### config.mk
export PLATFORM = sky130hd
export DESIGN_NAME = ebh_ctrl
export DESIGN_NICKNAME = d
export VERILOG_FILES = /design/src/shared/ebh_pkg.sv /design/src/ebh_ctrl.sv
export SDC_FILE = /design/constraint.sdc
export NUM_CORES = 1
export LEC_CHECK = 0
export BUFFER_PORTS_ARGS = -buffer_cell sky130_fd_sc_hd__buf_2
export CORE_MARGIN = 4
export CORE_UTILIZATION = 48
export CTS_BUF_LIST = sky130_fd_sc_hd__clkbuf_8
export DETAILED_ROUTE_END_ITERATION = 8
export PLACE_DENSITY = 0.87
export SYNTH_ARGS = -nofsm -noshare
export SYNTH_HDL_FRONTEND = slang
export SYNTH_SLANG_ARGS = --single-unit
### constraint.sdc
create_clock -name aclk -period 2.1 [get_ports aclk]
set_input_delay 0.315 -clock aclk [delete_from_list [all_inputs] [get_ports aclk]]
set_output_delay 0.315 -clock aclk [all_outputs]
set_load 0.005 [all_outputs]
### src/shared/ebh_pkg.sv
/*
 * Package for the external bus hold and memory map control block.
 * Assumes a 32-bit AXI4-Lite register bus on a single 100 MHz clock.
 */
`default_nettype none
package ebh_pkg;
    // ****************************************
    // Register map
    // ****************************************
    localparam logic [11:0] EBH_CFG2_OFFSET = 12'h000;
    localparam logic [11:0] EBH_WBUF_OFFSET = 12'h004;
    // Field positions in ext_interface_config_2
    localparam int EBH_FILL_LO = 6;
    localparam int EBH_MAP_BIT = 8;
    localparam int EBH_INHIBIT_BIT = 9;
    localparam int EBH_REQ_BIT = 10;
    localparam int EBH_ACK_BIT = 11;
    // Reset values and fill count limit
    localparam logic EBH_INHIBIT_RST = 1'b0;
    localparam logic [1:0] EBH_FILL_RST = 2'h0;
    localparam logic [1:0] EBH_FILL_MAX = 2'h3;
    // Status settling delay of the fill count
    localparam int EBH_FILL_LAG_NS = 20;
    localparam int EBH_CLK_PERIOD_NS = 10;
    localparam int EBH_FILL_LAG_CYC = (EBH_FILL_LAG_NS + EBH_CLK_PERIOD_NS - 1) / EBH_CLK_PERIOD_NS;
    // AXI responses
    localparam logic [1:0] EBH_RESP_OKAY = 2'h0;
    localparam logic [1:0] EBH_RESP_SLVERR = 2'h2;

    // Grant state machine
    typedef enum logic [1:0] {
        EBH_IDLE = 2'b00,
        EBH_GRANTED = 2'b01,
        EBH_RELEASE = 2'b10
    } ebh_state_e;

    // Write buffer side events
    typedef struct packed {
        logic push;
        logic pop;
    } ebh_wbuf_s;
endpackage
`default_nettype wire

### src/ebh_ctrl.sv
/*
 * Hold/grant arbitration, boot map select and write-buffer fill count,
 * with an AXI4-Lite slave for the configuration register.
 * Assumes aresetn is the synchronous chip reset, pins are asynchronous.
 */
`timescale 1ns/10ps
`default_nettype none
module ebh_ctrl (
    input wire logic aclk,
    input wire logic aresetn,
    // AXI4-Lite slave
    input wire logic [11:0] s_axi_awaddr,
    input wire logic s_axi_awvalid,
    output logic s_axi_awready,
    input wire logic [31:0] s_axi_wdata,
    input wire logic [3:0] s_axi_wstrb,
    input wire logic s_axi_wvalid,
    output logic s_axi_wready,
    output logic [1:0] s_axi_bresp,
    output logic s_axi_bvalid,
    input wire logic s_axi_bready,
    input wire logic [11:0] s_axi_araddr,
    input wire logic s_axi_arvalid,
    output logic s_axi_arready,
    output logic [31:0] s_axi_rdata,
    output logic [1:0] s_axi_rresp,
    output logic s_axi_rvalid,
    input wire logic s_axi_rready,
    // Pins
    input wire logic bus_request_n,
    input wire logic map_select_pin,
    output logic bus_grant_n,
    output logic ext_bus_oe_n,
    output logic map_select,
    output logic zone7_enable,
    output logic boot_rom_enable,
    // Internal side
    input wire ebh_pkg::ebh_wbuf_s wbuf_event,
    input wire logic ext_access,
    output logic ext_not_ready
);
    import ebh_pkg::*;

    // ****************************************
    // Pin synchronisers
    // ****************************************
    logic req_meta, req_sync, pin_meta, pin_sync;
    logic next_req_meta, next_req_sync, next_pin_meta, next_pin_sync;

    // Two flops per pin
    always_comb begin
        next_req_meta = bus_request_n;
        next_req_sync = req_meta;
        next_pin_meta = map_select_pin;
        next_pin_sync = pin_meta;
    end

    always_ff @(posedge aclk) begin
        req_meta <= next_req_meta;
        req_sync <= next_req_sync;
        pin_meta <= next_pin_meta;
        pin_sync <= next_pin_sync;
    end

    // ****************************************
    // AXI4-Lite slave
    // ****************************************
    logic aw_held, w_held;
    logic [11:0] aw_addr;
    logic [31:0] w_data;
    logic [3:0] w_strb;
    logic next_aw_held, next_w_held;
    logic [11:0] next_aw_addr;
    logic [31:0] next_w_data;
    logic [3:0] next_w_strb;
    logic next_awready, next_wready, next_bvalid, next_arready, next_rvalid;
    logic [1:0] next_bresp, next_rresp;
    logic [31:0] next_rdata;
    logic wr_fire;
    logic map_bit, inhibit;
    logic next_map_bit, next_inhibit;
    logic [1:0] fill_count, fill_shown;
    logic [31:0] cfg_word;

    // Configuration register read value
    always_comb begin
        cfg_word = 32'h0000_0000;
        cfg_word[EBH_FILL_LO +: 2] = fill_shown;
        cfg_word[EBH_MAP_BIT] = map_bit;
        cfg_word[EBH_INHIBIT_BIT] = inhibit;
        cfg_word[EBH_REQ_BIT] = req_sync;
        cfg_word[EBH_ACK_BIT] = bus_grant_n;
    end

    // Address and data capture, in either order
    always_comb begin
        next_aw_held = aw_held;
        next_w_held = w_held;
        next_aw_addr = aw_addr;
        next_w_data = w_data;
        next_w_strb = w_strb;
        next_bvalid = s_axi_bvalid;
        next_bresp = s_axi_bresp;
        wr_fire = 1'b0;
        if (s_axi_awvalid && s_axi_awready) begin
            next_aw_held = 1'b1;
            next_aw_addr = s_axi_awaddr;
        end
        if (s_axi_wvalid && s_axi_wready) begin
            next_w_held = 1'b1;
            next_w_data = s_axi_wdata;
            next_w_strb = s_axi_wstrb;
        end
        if (s_axi_bvalid && s_axi_bready) begin
            next_bvalid = 1'b0;
        end
        if (aw_held && w_held && !s_axi_bvalid) begin
            wr_fire = 1'b1;
            next_aw_held = 1'b0;
            next_w_held = 1'b0;
            next_bvalid = 1'b1;
            next_bresp = (aw_addr == EBH_CFG2_OFFSET) ? EBH_RESP_OKAY : EBH_RESP_SLVERR;
        end
        next_awready = !next_aw_held && !next_bvalid;
        next_wready = !next_w_held && !next_bvalid;
    end

    // Read channel, one cycle answer
    always_comb begin
        next_arready = s_axi_arready;
        next_rvalid = s_axi_rvalid;
        next_rdata = s_axi_rdata;
        next_rresp = s_axi_rresp;
        if (s_axi_rvalid && s_axi_rready) begin
            next_rvalid = 1'b0;
            next_arready = 1'b1;
        end
        if (s_axi_arvalid && s_axi_arready) begin
            next_arready = 1'b0;
            next_rvalid = 1'b1;
            next_rdata = 32'h0000_0000;
            next_rresp = EBH_RESP_OKAY;
            if (s_axi_araddr == EBH_CFG2_OFFSET) begin
                next_rdata = cfg_word;
            end else if (s_axi_araddr == EBH_WBUF_OFFSET) begin
                next_rdata = {30'h0000_0000, fill_count};
            end else begin
                next_rresp = EBH_RESP_SLVERR;
            end
        end
    end

    always_ff @(posedge aclk) begin
        if (!aresetn) begin
            aw_held <= 1'b0;
            w_held <= 1'b0;
            aw_addr <= 12'h000;
            w_data <= 32'h0000_0000;
            w_strb <= 4'h0;
            s_axi_awready <= 1'b0;
            s_axi_wready <= 1'b0;
            s_axi_bvalid <= 1'b0;
            s_axi_bresp <= EBH_RESP_OKAY;
            s_axi_arready <= 1'b0;
            s_axi_rvalid <= 1'b0;
            s_axi_rdata <= 32'h0000_0000;
            s_axi_rresp <= EBH_RESP_OKAY;
        end else begin
            aw_held <= next_aw_held;
            w_held <= next_w_held;
            aw_addr <= next_aw_addr;
            w_data <= next_w_data;
            w_strb <= next_w_strb;
            s_axi_awready <= next_awready;
            s_axi_wready <= next_wready;
            s_axi_bvalid <= next_bvalid;
            s_axi_bresp <= next_bresp;
            s_axi_arready <= next_arready || (!s_axi_arready && !s_axi_rvalid && !next_rvalid);
            s_axi_rvalid <= next_rvalid;
            s_axi_rdata <= next_rdata;
            s_axi_rresp <= next_rresp;
        end
    end

    // ****************************************
    // Control bits
    // ****************************************
    logic cfg_wr, byte1_wr;

    // Software writes to byte 1 of the config word
    always_comb begin
        cfg_wr = wr_fire && (aw_addr == EBH_CFG2_OFFSET);
        byte1_wr = cfg_wr && w_strb[1];
        next_map_bit = map_bit;
        next_inhibit = inhibit;
        if (!aresetn) begin
            next_map_bit = pin_sync;
            next_inhibit = EBH_INHIBIT_RST;
        end else if (byte1_wr) begin
            next_map_bit = w_data[EBH_MAP_BIT];
            next_inhibit = w_data[EBH_INHIBIT_BIT];
        end
    end

    // Map bit follows the pin only while reset is held
    always_ff @(posedge aclk) begin
        map_bit <= next_map_bit;
        inhibit <= next_inhibit;
    end

    // ****************************************
    // Posted-write fill count
    // ****************************************
    logic [1:0] next_fill_count, next_fill_shown;
    logic [1:0] lag_pipe [EBH_FILL_LAG_CYC];

    // Saturating count, one per entry of any width
    always_comb begin
        next_fill_count = fill_count;
        if (wbuf_event.push && !wbuf_event.pop && fill_count != EBH_FILL_MAX) begin
            next_fill_count = fill_count + 2'h1;
        end else if (wbuf_event.pop && !wbuf_event.push && fill_count != EBH_FILL_RST) begin
            next_fill_count = fill_count - 2'h1;
        end
        next_fill_shown = lag_pipe[EBH_FILL_LAG_CYC - 1];
    end

    // Delay line feeding the status field
    generate
        for (genvar i = 0; i < EBH_FILL_LAG_CYC; i++) begin : g_lag
            always_ff @(posedge aclk) begin
                if (!aresetn) begin
                    lag_pipe[i] <= EBH_FILL_RST;
                end else begin
                    lag_pipe[i] <= (i == 0) ? fill_count : lag_pipe[(i == 0) ? 0 : i - 1];
                end
            end
        end
    endgenerate

    always_ff @(posedge aclk) begin
        if (!aresetn) begin
            fill_count <= EBH_FILL_RST;
            fill_shown <= EBH_FILL_RST;
        end else begin
            fill_count <= next_fill_count;
            fill_shown <= next_fill_shown;
        end
    end

    // ****************************************
    // Hold arbitration
    // ****************************************
    ebh_state_e state, next_state;
    logic next_grant_n, next_oe_n, next_not_ready;
    logic next_zone7, next_boot;

    // Grant, release and stall control
    always_comb begin
        next_state = state;
        unique case (state)
            EBH_IDLE: begin
                if (!req_sync && !inhibit) begin
                    next_state = EBH_GRANTED;
                end
            end
            EBH_GRANTED: begin
                if (inhibit || req_sync) begin
                    next_state = EBH_RELEASE;
                end
            end
            EBH_RELEASE: begin
                next_state = EBH_IDLE;
            end
            default: begin
                next_state = EBH_IDLE;
            end
        endcase
        if (!aresetn) begin
            next_state = req_sync ? EBH_IDLE : EBH_GRANTED;
        end
        next_grant_n = !(next_state == EBH_GRANTED);
        next_oe_n = (next_state == EBH_GRANTED);
        next_not_ready = ext_access && (next_state == EBH_GRANTED);
        next_zone7 = next_map_bit;
        next_boot = !next_map_bit;
    end

    always_ff @(posedge aclk) begin
        state <= next_state;
        bus_grant_n <= next_grant_n;
        ext_bus_oe_n <= next_oe_n;
        ext_not_ready <= next_not_ready;
        map_select <= next_map_bit;
        zone7_enable <= next_zone7;
        boot_rom_enable <= next_boot;
    end
endmodule
`default_nettype wire

==> flow_summary.toml, run 1 <==
[status]
status = "completed"

[synth]
yosysUniqueCellTypes = 34
synth.most_common_cell = "dfxtp_1"
synth_area_leaders = "dfxtp_1, buf_4, a21boi_0, nand2_1, nor4_4"
synth_common_cells = "dfxtp_1, nand2_1, buf_4"
synth_top_area_cell = "dfxtp_1"
syn_area_sq_um = 2070
synth_top_area_share_pct = 49.4
ys_seq_area_share_pct = 50.9
ys_ff_latch = 52
syn_area_per_cell_sq_um = 9.88
ys_warn_count = 0
synthFlopType = "dfxtp_1"
syn_inst = 209
synthArstFlopShare_pct = 0
synth-edff-count = 1

[timing]
rsz0062_at_grt = "no"
setup_viol_count_final = 0
setup-tns-final_ns = 0
whs_ns = 0.0978
setup_slack_ns = 0.653
min_period_ns = 1.45
finalClockSkew_ns = 0.0146
fmax_mhz = 691
fin_crit_sh_pct = 68.9
slew_viol_final = 0
hold_viol_final = 0

[cts]
cts_sinks = 52
numCtsBuffers = 5
cts_root_buffer = "clkbuf_8"
path_clk_slew_ns = 0.10
htreeDepth = 2
cts_tree = "yes"
cts_hold_buffers = 0
clock_latency_ns = 0.31
clockBufferDepth = 2
post-cts-setup-buffer-count = 0
ctsResizeCount = 0

[layout]
drive_gt1_share_pct = 28.1
multi_input_area_sq_um = 867
nFillCells = 363
postLayoutCoreUtil_pct = 58.4
diodes = 0
seq_area_sq_um = 1050
areaGrowthSynthToFinish_pct = 15.5
fin_nets = 338

[power]
p_sw_share_pct = 25.2
power-per-cell-area_nw_per_um2 = 761
p_clk_share_pct = 32.3
ir_drop_mv = 0.429
p_seq_share_pct = 58.5
p_leak_nw = 1.08
p_switching_w = 0.000457
finalPower_w = 0.00181
p_int_w = 0.00136
combPwrFrac_pct = 9.3

[critical_path]
crit_required_ns = 2.33
cp_max_fo = 4
endpoint_kind = "flip-flop"
crit_arrival_ns = 1.68
cp-start-kind = "flip-flop"
criticalPathCategory = "reg2reg"

[drt]
wirelength_mm = 3.73
via_per_inst = 4.72
wl_per_cell_um = 11.8
vias = 1496
drt-initial-drc-count = 46
dr.pass1.iters = 4
drtAntennaViolNets = 0
drc = 0

[place]
dp_hpwl_mm = 2.92
gp_congestion = 0.703
place_ws_ns = 0.583
portBuffers = 59

[floorplan]
dieWidth_um = 73.6
die_h_um = 73.6
core_sq_um = 4090
fp.dieArea_sq_um = 5420
start_util_pct = 50.6
ioPinCount = 119
rows = 23

[hold_path]
hold_class = "in2reg"

[grt]
grt_overflow_total = 0
grt_util_all_layers_pct = 13.7
grt_pass1_wl_mm = 5.64
grt_pass1_vias = 1291
antenna_found_initial = 0
grt_start_max_net_pins = 32

[flow_run]
maxCapViolCount = 0
area by class of cell:
cell class,instances,share of cell area (%)
multi-input combinational,145,36.3
timing repair buffer,60,12.7
clock inverter,3,1.10
inverter,2,0.315
tap,50,2.62
clock buffer,5,2.88
sequential,52,44.0
sequential cells by signal (all words and copies together), names as in the netlist, 2 cells and up, named ones only:
name and count:
state 2, w_data 2, aw_addr 12, s_axi_rdata 8, fill_count 2, fill_shown 2
lag_pipe 4
power groups by stage:
stage / logic, W / registers (W) / clock network, W
floorplan: 0.000136 / 0.00108 / 0
global placement: 0.000164 / 0.00108 / 0
detailed placement: 0.000169 / 0.00108 / 0
CTS: 0.000169 / 0.00106 / 0.000595
global route: 0.000189 / 0.00107 / 0.000644
finish: 0.000168 / 0.00106 / 0.000585
worst max-delay path: stages (launching register included):
cell and delay, ns:
dfxtp_1 0.34, nor4_4 0.33, nand4_2 0.22, mux2_4 0.36, mux2i_4 0.12
metal layers:
| layer | vias to the layer above | track usage, % | wire length, um |
|---|---|---|---|
| met5 | - | 0 | 0 |
| met1 | 682 | 16.9 | 1590 |
| li1 | 764 | - | - |
| met3 | 5 | 4.51 | 251 |
| met4 | 0 | 6.64 | 57 |
| met2 | 45 | 21.4 | 1830 |
logic make-up (layout without fill, tap and decap cells):
family	after synthesis	in the layout	synth area share, %
compound gates	35	35	12.5
buf+inv	37	70	11.7
flops	52	52	50.9
mux	4	4	2.85
other cells	1	26	0.182
simple gates	80	80	21.9
final timing paths:
check / startpoint / endpoint / slack (ns) / cells after the start
min: bus_request_n / next_req_sync$_DFF_P_ / 0.1 / 1
max: aw_addr[7]$_SDFFE_PN0P_ / boot_rom_enable$_DFF_P_ / 0.65 / 4
max reg2reg: aw_addr[7]$_SDFFE_PN0P_ / boot_rom_enable$_DFF_P_ / 0.65 / 4
min reg2reg: next_pin_sync$_DFF_P_ / pin_sync$_DFF_P_ / 0.34 / 0
cells in the final DEF, fill, tap and decap left out, types with 2 or more instances in the layout:
master	n
nor3_1	2
nor2_1	7
a32oi_1	2
and3_1	2
and2_1	10
a21oi_1	4
o21a_1	2
nand3_1	3
nand2b_1	3
dfxtp_1	51
conb_1	26
nor4_4	3
a22o_1	6
buf_2	59
a21boi_0	18
inv_1	2
clkbuf_8	5
clkinvlp_4	2
nor4_1	2
and4b_1	2
nor2b_1	7
nand2_1	35
stage by stage:
step / instance area, sq um / instances
finish: 2390 / 317
global route: 2390 / 317
CTS: 2390 / 317
detailed placement: 2290 / 309
global placement: 2290 / 309
floorplan: 2160 / 234
(Power assumes the default switching activity.)
==> inputs of run 2 (changes only) <==
--- a/config.mk
+++ b/config.mk
@@ -7,10 +7,10 @@
 export LEC_CHECK = 0
 export BUFFER_PORTS_ARGS = -buffer_cell sky130_fd_sc_hd__buf_2
 export CORE_MARGIN = 4
-export CORE_UTILIZATION = 48
+export CORE_UTILIZATION = 45
 export CTS_BUF_LIST = sky130_fd_sc_hd__clkbuf_8
 export DETAILED_ROUTE_END_ITERATION = 8
-export PLACE_DENSITY = 0.87
+export PLACE_DENSITY = 0.82
 export SYNTH_ARGS = -nofsm -noshare
 export SYNTH_HDL_FRONTEND = slang
 export SYNTH_SLANG_ARGS = --single-unit
==> constraint.sdc (replaced) <==
create_clock -name aclk -period 1.42 [get_ports aclk]
set_input_delay 0.213 -clock aclk [delete_from_list [all_inputs] [get_ports aclk]]
set_output_delay 0.213 -clock aclk [all_outputs]
set_load 0.005 [all_outputs]
==> run 2 against run 1 <==
Compared with the run above: the flow now finishes with violations (negative setup slack); utilization down 2.7 points; via count is 0.67% lower; die area increased by 5.9%; worst setup slack lost 0.66 ns; first-iteration DRC count grew 30%; routed wire length increased by 2.5%; cell count up 2.5%; clock skew decreased by 0.0042 ns; largest cell class unchanged.
==> flow_summary.toml, run 2 (synthesized netlist as in run 1, its figures left out) <==
[grt]
grt_pass1_vias = 1270
grt_start_max_net_pins = 32
grt_util_all_layers_pct = 12.9
grt_overflow_total = 0
antenna_found_initial = 0
grt_pass1_wl_mm = 5.53

[layout]
areaGrowthSynthToFinish_pct = 18.1
largest_register_ffs = 12
seq_area_sq_um = 1050
diodes = 0
nFillCells = 400
final_common_cell = "buf_2"
stdcell_area_sq_um = 2440
fin_nets = 344
final_cell_mix = "buf_2, dfxtp_1, nand2_1, conb_1, a21boi_0"
top_regs = "aw_addr (12), s_axi_rdata (8), lag_pipe (4)"
multi_input_area_sq_um = 867
drive_gt1_share_pct = 29.3
top_register = "aw_addr"

[timing]
finalClockSkew_ns = 0.0104
setup_slack_ns = -0.00671
rsz0062_at_grt = "yes"
min_period_ns = 1.43
hold_viol_final = 0
fmax_mhz = 701
setup_viol_count_final = 1
fin_crit_sh_pct = 100
slew_viol_final = 0

[drt]
vias = 1486
drc = 0
wl_per_cell_um = 11.8
via_per_inst = 4.57
wirelength_mm = 3.83
drtAntennaViolNets = 0
drt-initial-drc-count = 60
dr.pass1.iters = 3

[cts]
clockBufferDepth = 2
numCtsBuffers = 5
htreeDepth = 2
cts_sinks = 52
cts_tree = "yes"
clock_latency_ns = 0.31
cts_root_buffer = "clkbuf_8"
path_clk_slew_ns = 0.10

[hold_path]
holdCritStartpoint = "ext_access"
hold_class = "in2reg"
min_to = "ext_not_ready$_DFF_P_"
whs_path_depth = 2

[critical_path]
cp-start-kind = "flip-flop"
cp_max_fo = 4
rr_worst_depth = 4
timing.rr.start = "aw_addr[11]$_SDFFE_PN0P_"
rrSetupSlack_ns = -0.007
crit_arrival_ns = 1.66
r2r-end = "boot_rom_enable$_DFF_P_"
endpoint_kind = "flip-flop"
crit_required_ns = 1.66
criticalPathCategory = "reg2reg"

[place]
dp_hpwl_mm = 2.95
dpl-instance-area_sq_um = 2320
place_ws_ns = -0.0235
portBuffers = 59
gp_congestion = 0.706

[floorplan]
ioPinCount = 119
rows = 24
start_util_pct = 47.1
core_sq_um = 4380
dieWidth_um = 75.8
fp.dieArea_sq_um = 5740
die_h_um = 75.8

[power]
power-per-cell-area_nw_per_um2 = 1100
p_leak_nw = 1.11
ir_drop_mv = 0.561

[status]
status = "finished, violations left"
violations = "negative setup slack"

[flow_run]
maxCapViolCount = 0
## run 2: cell types whose count changed in the layout (fill, tap and decap cells not counted), sizes merged
cell	change
clkinvlp	-2
dlygate4sd3	+2
buf	+4
clkinv	+2
## run 2: worst max-delay path, stage by stage (launching register included)
cell and delay [ns]:
dfxtp_2 0.34, nor4_4 0.34, nand4_2 0.21, mux2_4 0.35
mux2i_4 0.12
## run 2: final cells by class
cell class	count	area share, %
Sequential cell	52	43.1
Multi-Input combinational cell	145	35.5
Clock buffer	5	2.82
Tap cell	52	2.67
Inverter	2	0.308
Clock inverter	3	1.08
Timing Repair Buffer	66	14.5
## run 2: worst max-delay path by stage
stage,from,endpoint,depth (start not counted)
floorplan,aw_addr[7]$_SDFFE_PN0P_,boot_rom_enable$_DFF_P_,4
global placement,aw_addr[7]$_SDFFE_PN0P_,boot_rom_enable$_DFF_P_,4
detailed placement,aw_addr[7]$_SDFFE_PN0P_,boot_rom_enable$_DFF_P_,4
CTS,aw_addr[11]$_SDFFE_PN0P_,boot_rom_enable$_DFF_P_,4
global route,aw_addr[11]$_SDFFE_PN0P_,boot_rom_enable$_DFF_P_,4
finish,aw_addr[11]$_SDFFE_PN0P_,boot_rom_enable$_DFF_P_,4
## run 2: where the power goes
| group | internal [W] | switching, W | leakage [nW] |
|---|---|---|---|
| registers | 0.00152 | 0.0000447 | 0.429 |
| clock network | 0.000359 | 0.000487 | 0.0487 |
| logic | 0.000135 | 0.000127 | 0.633 |
| total | 0.00202 | 0.000658 | 1.11 |
## run 2: timing repair
action,in CTS,in global routing
buffers inserted,1,0
resized for setup,1,0
pin swaps,2,0
hold endpoints to repair,1,1
hold buffers,1,1
setup endpoints to repair,1,3
## run 2: metal layers
metal | part of all wire [%] | up-vias | GRT usage, % | wire, um
li1 | - | 773 | - | -
met1 | 42 | 667 | 14.9 | 1590
met2 | 50 | 42 | 21.5 | 1930
met3 | 6.8 | 4 | 4.35 | 261
met4 | 1.2 | 0 | 5.63 | 46
met5 | 0 | - | 0 | 0
## run 2: metrics by stage
step	std cells	hold slack, ns	setup TNS [ns]	utilization [%]	power (W)
6_report	325	0.0949	-0.00671	55.7	0.00268
5_1_grt	325	0.0841	-0.0835	55.7	0.00281
4_1_cts	324	0.00784	-0.0172	55.4	0.00270
3_5_place_dp	314	0.313	-0.0235	52.8	0.00186
3_3_place_gp	314	0.310	0	52.8	0.00185
2_1_floorplan	234	0.241	0	-	0.00180
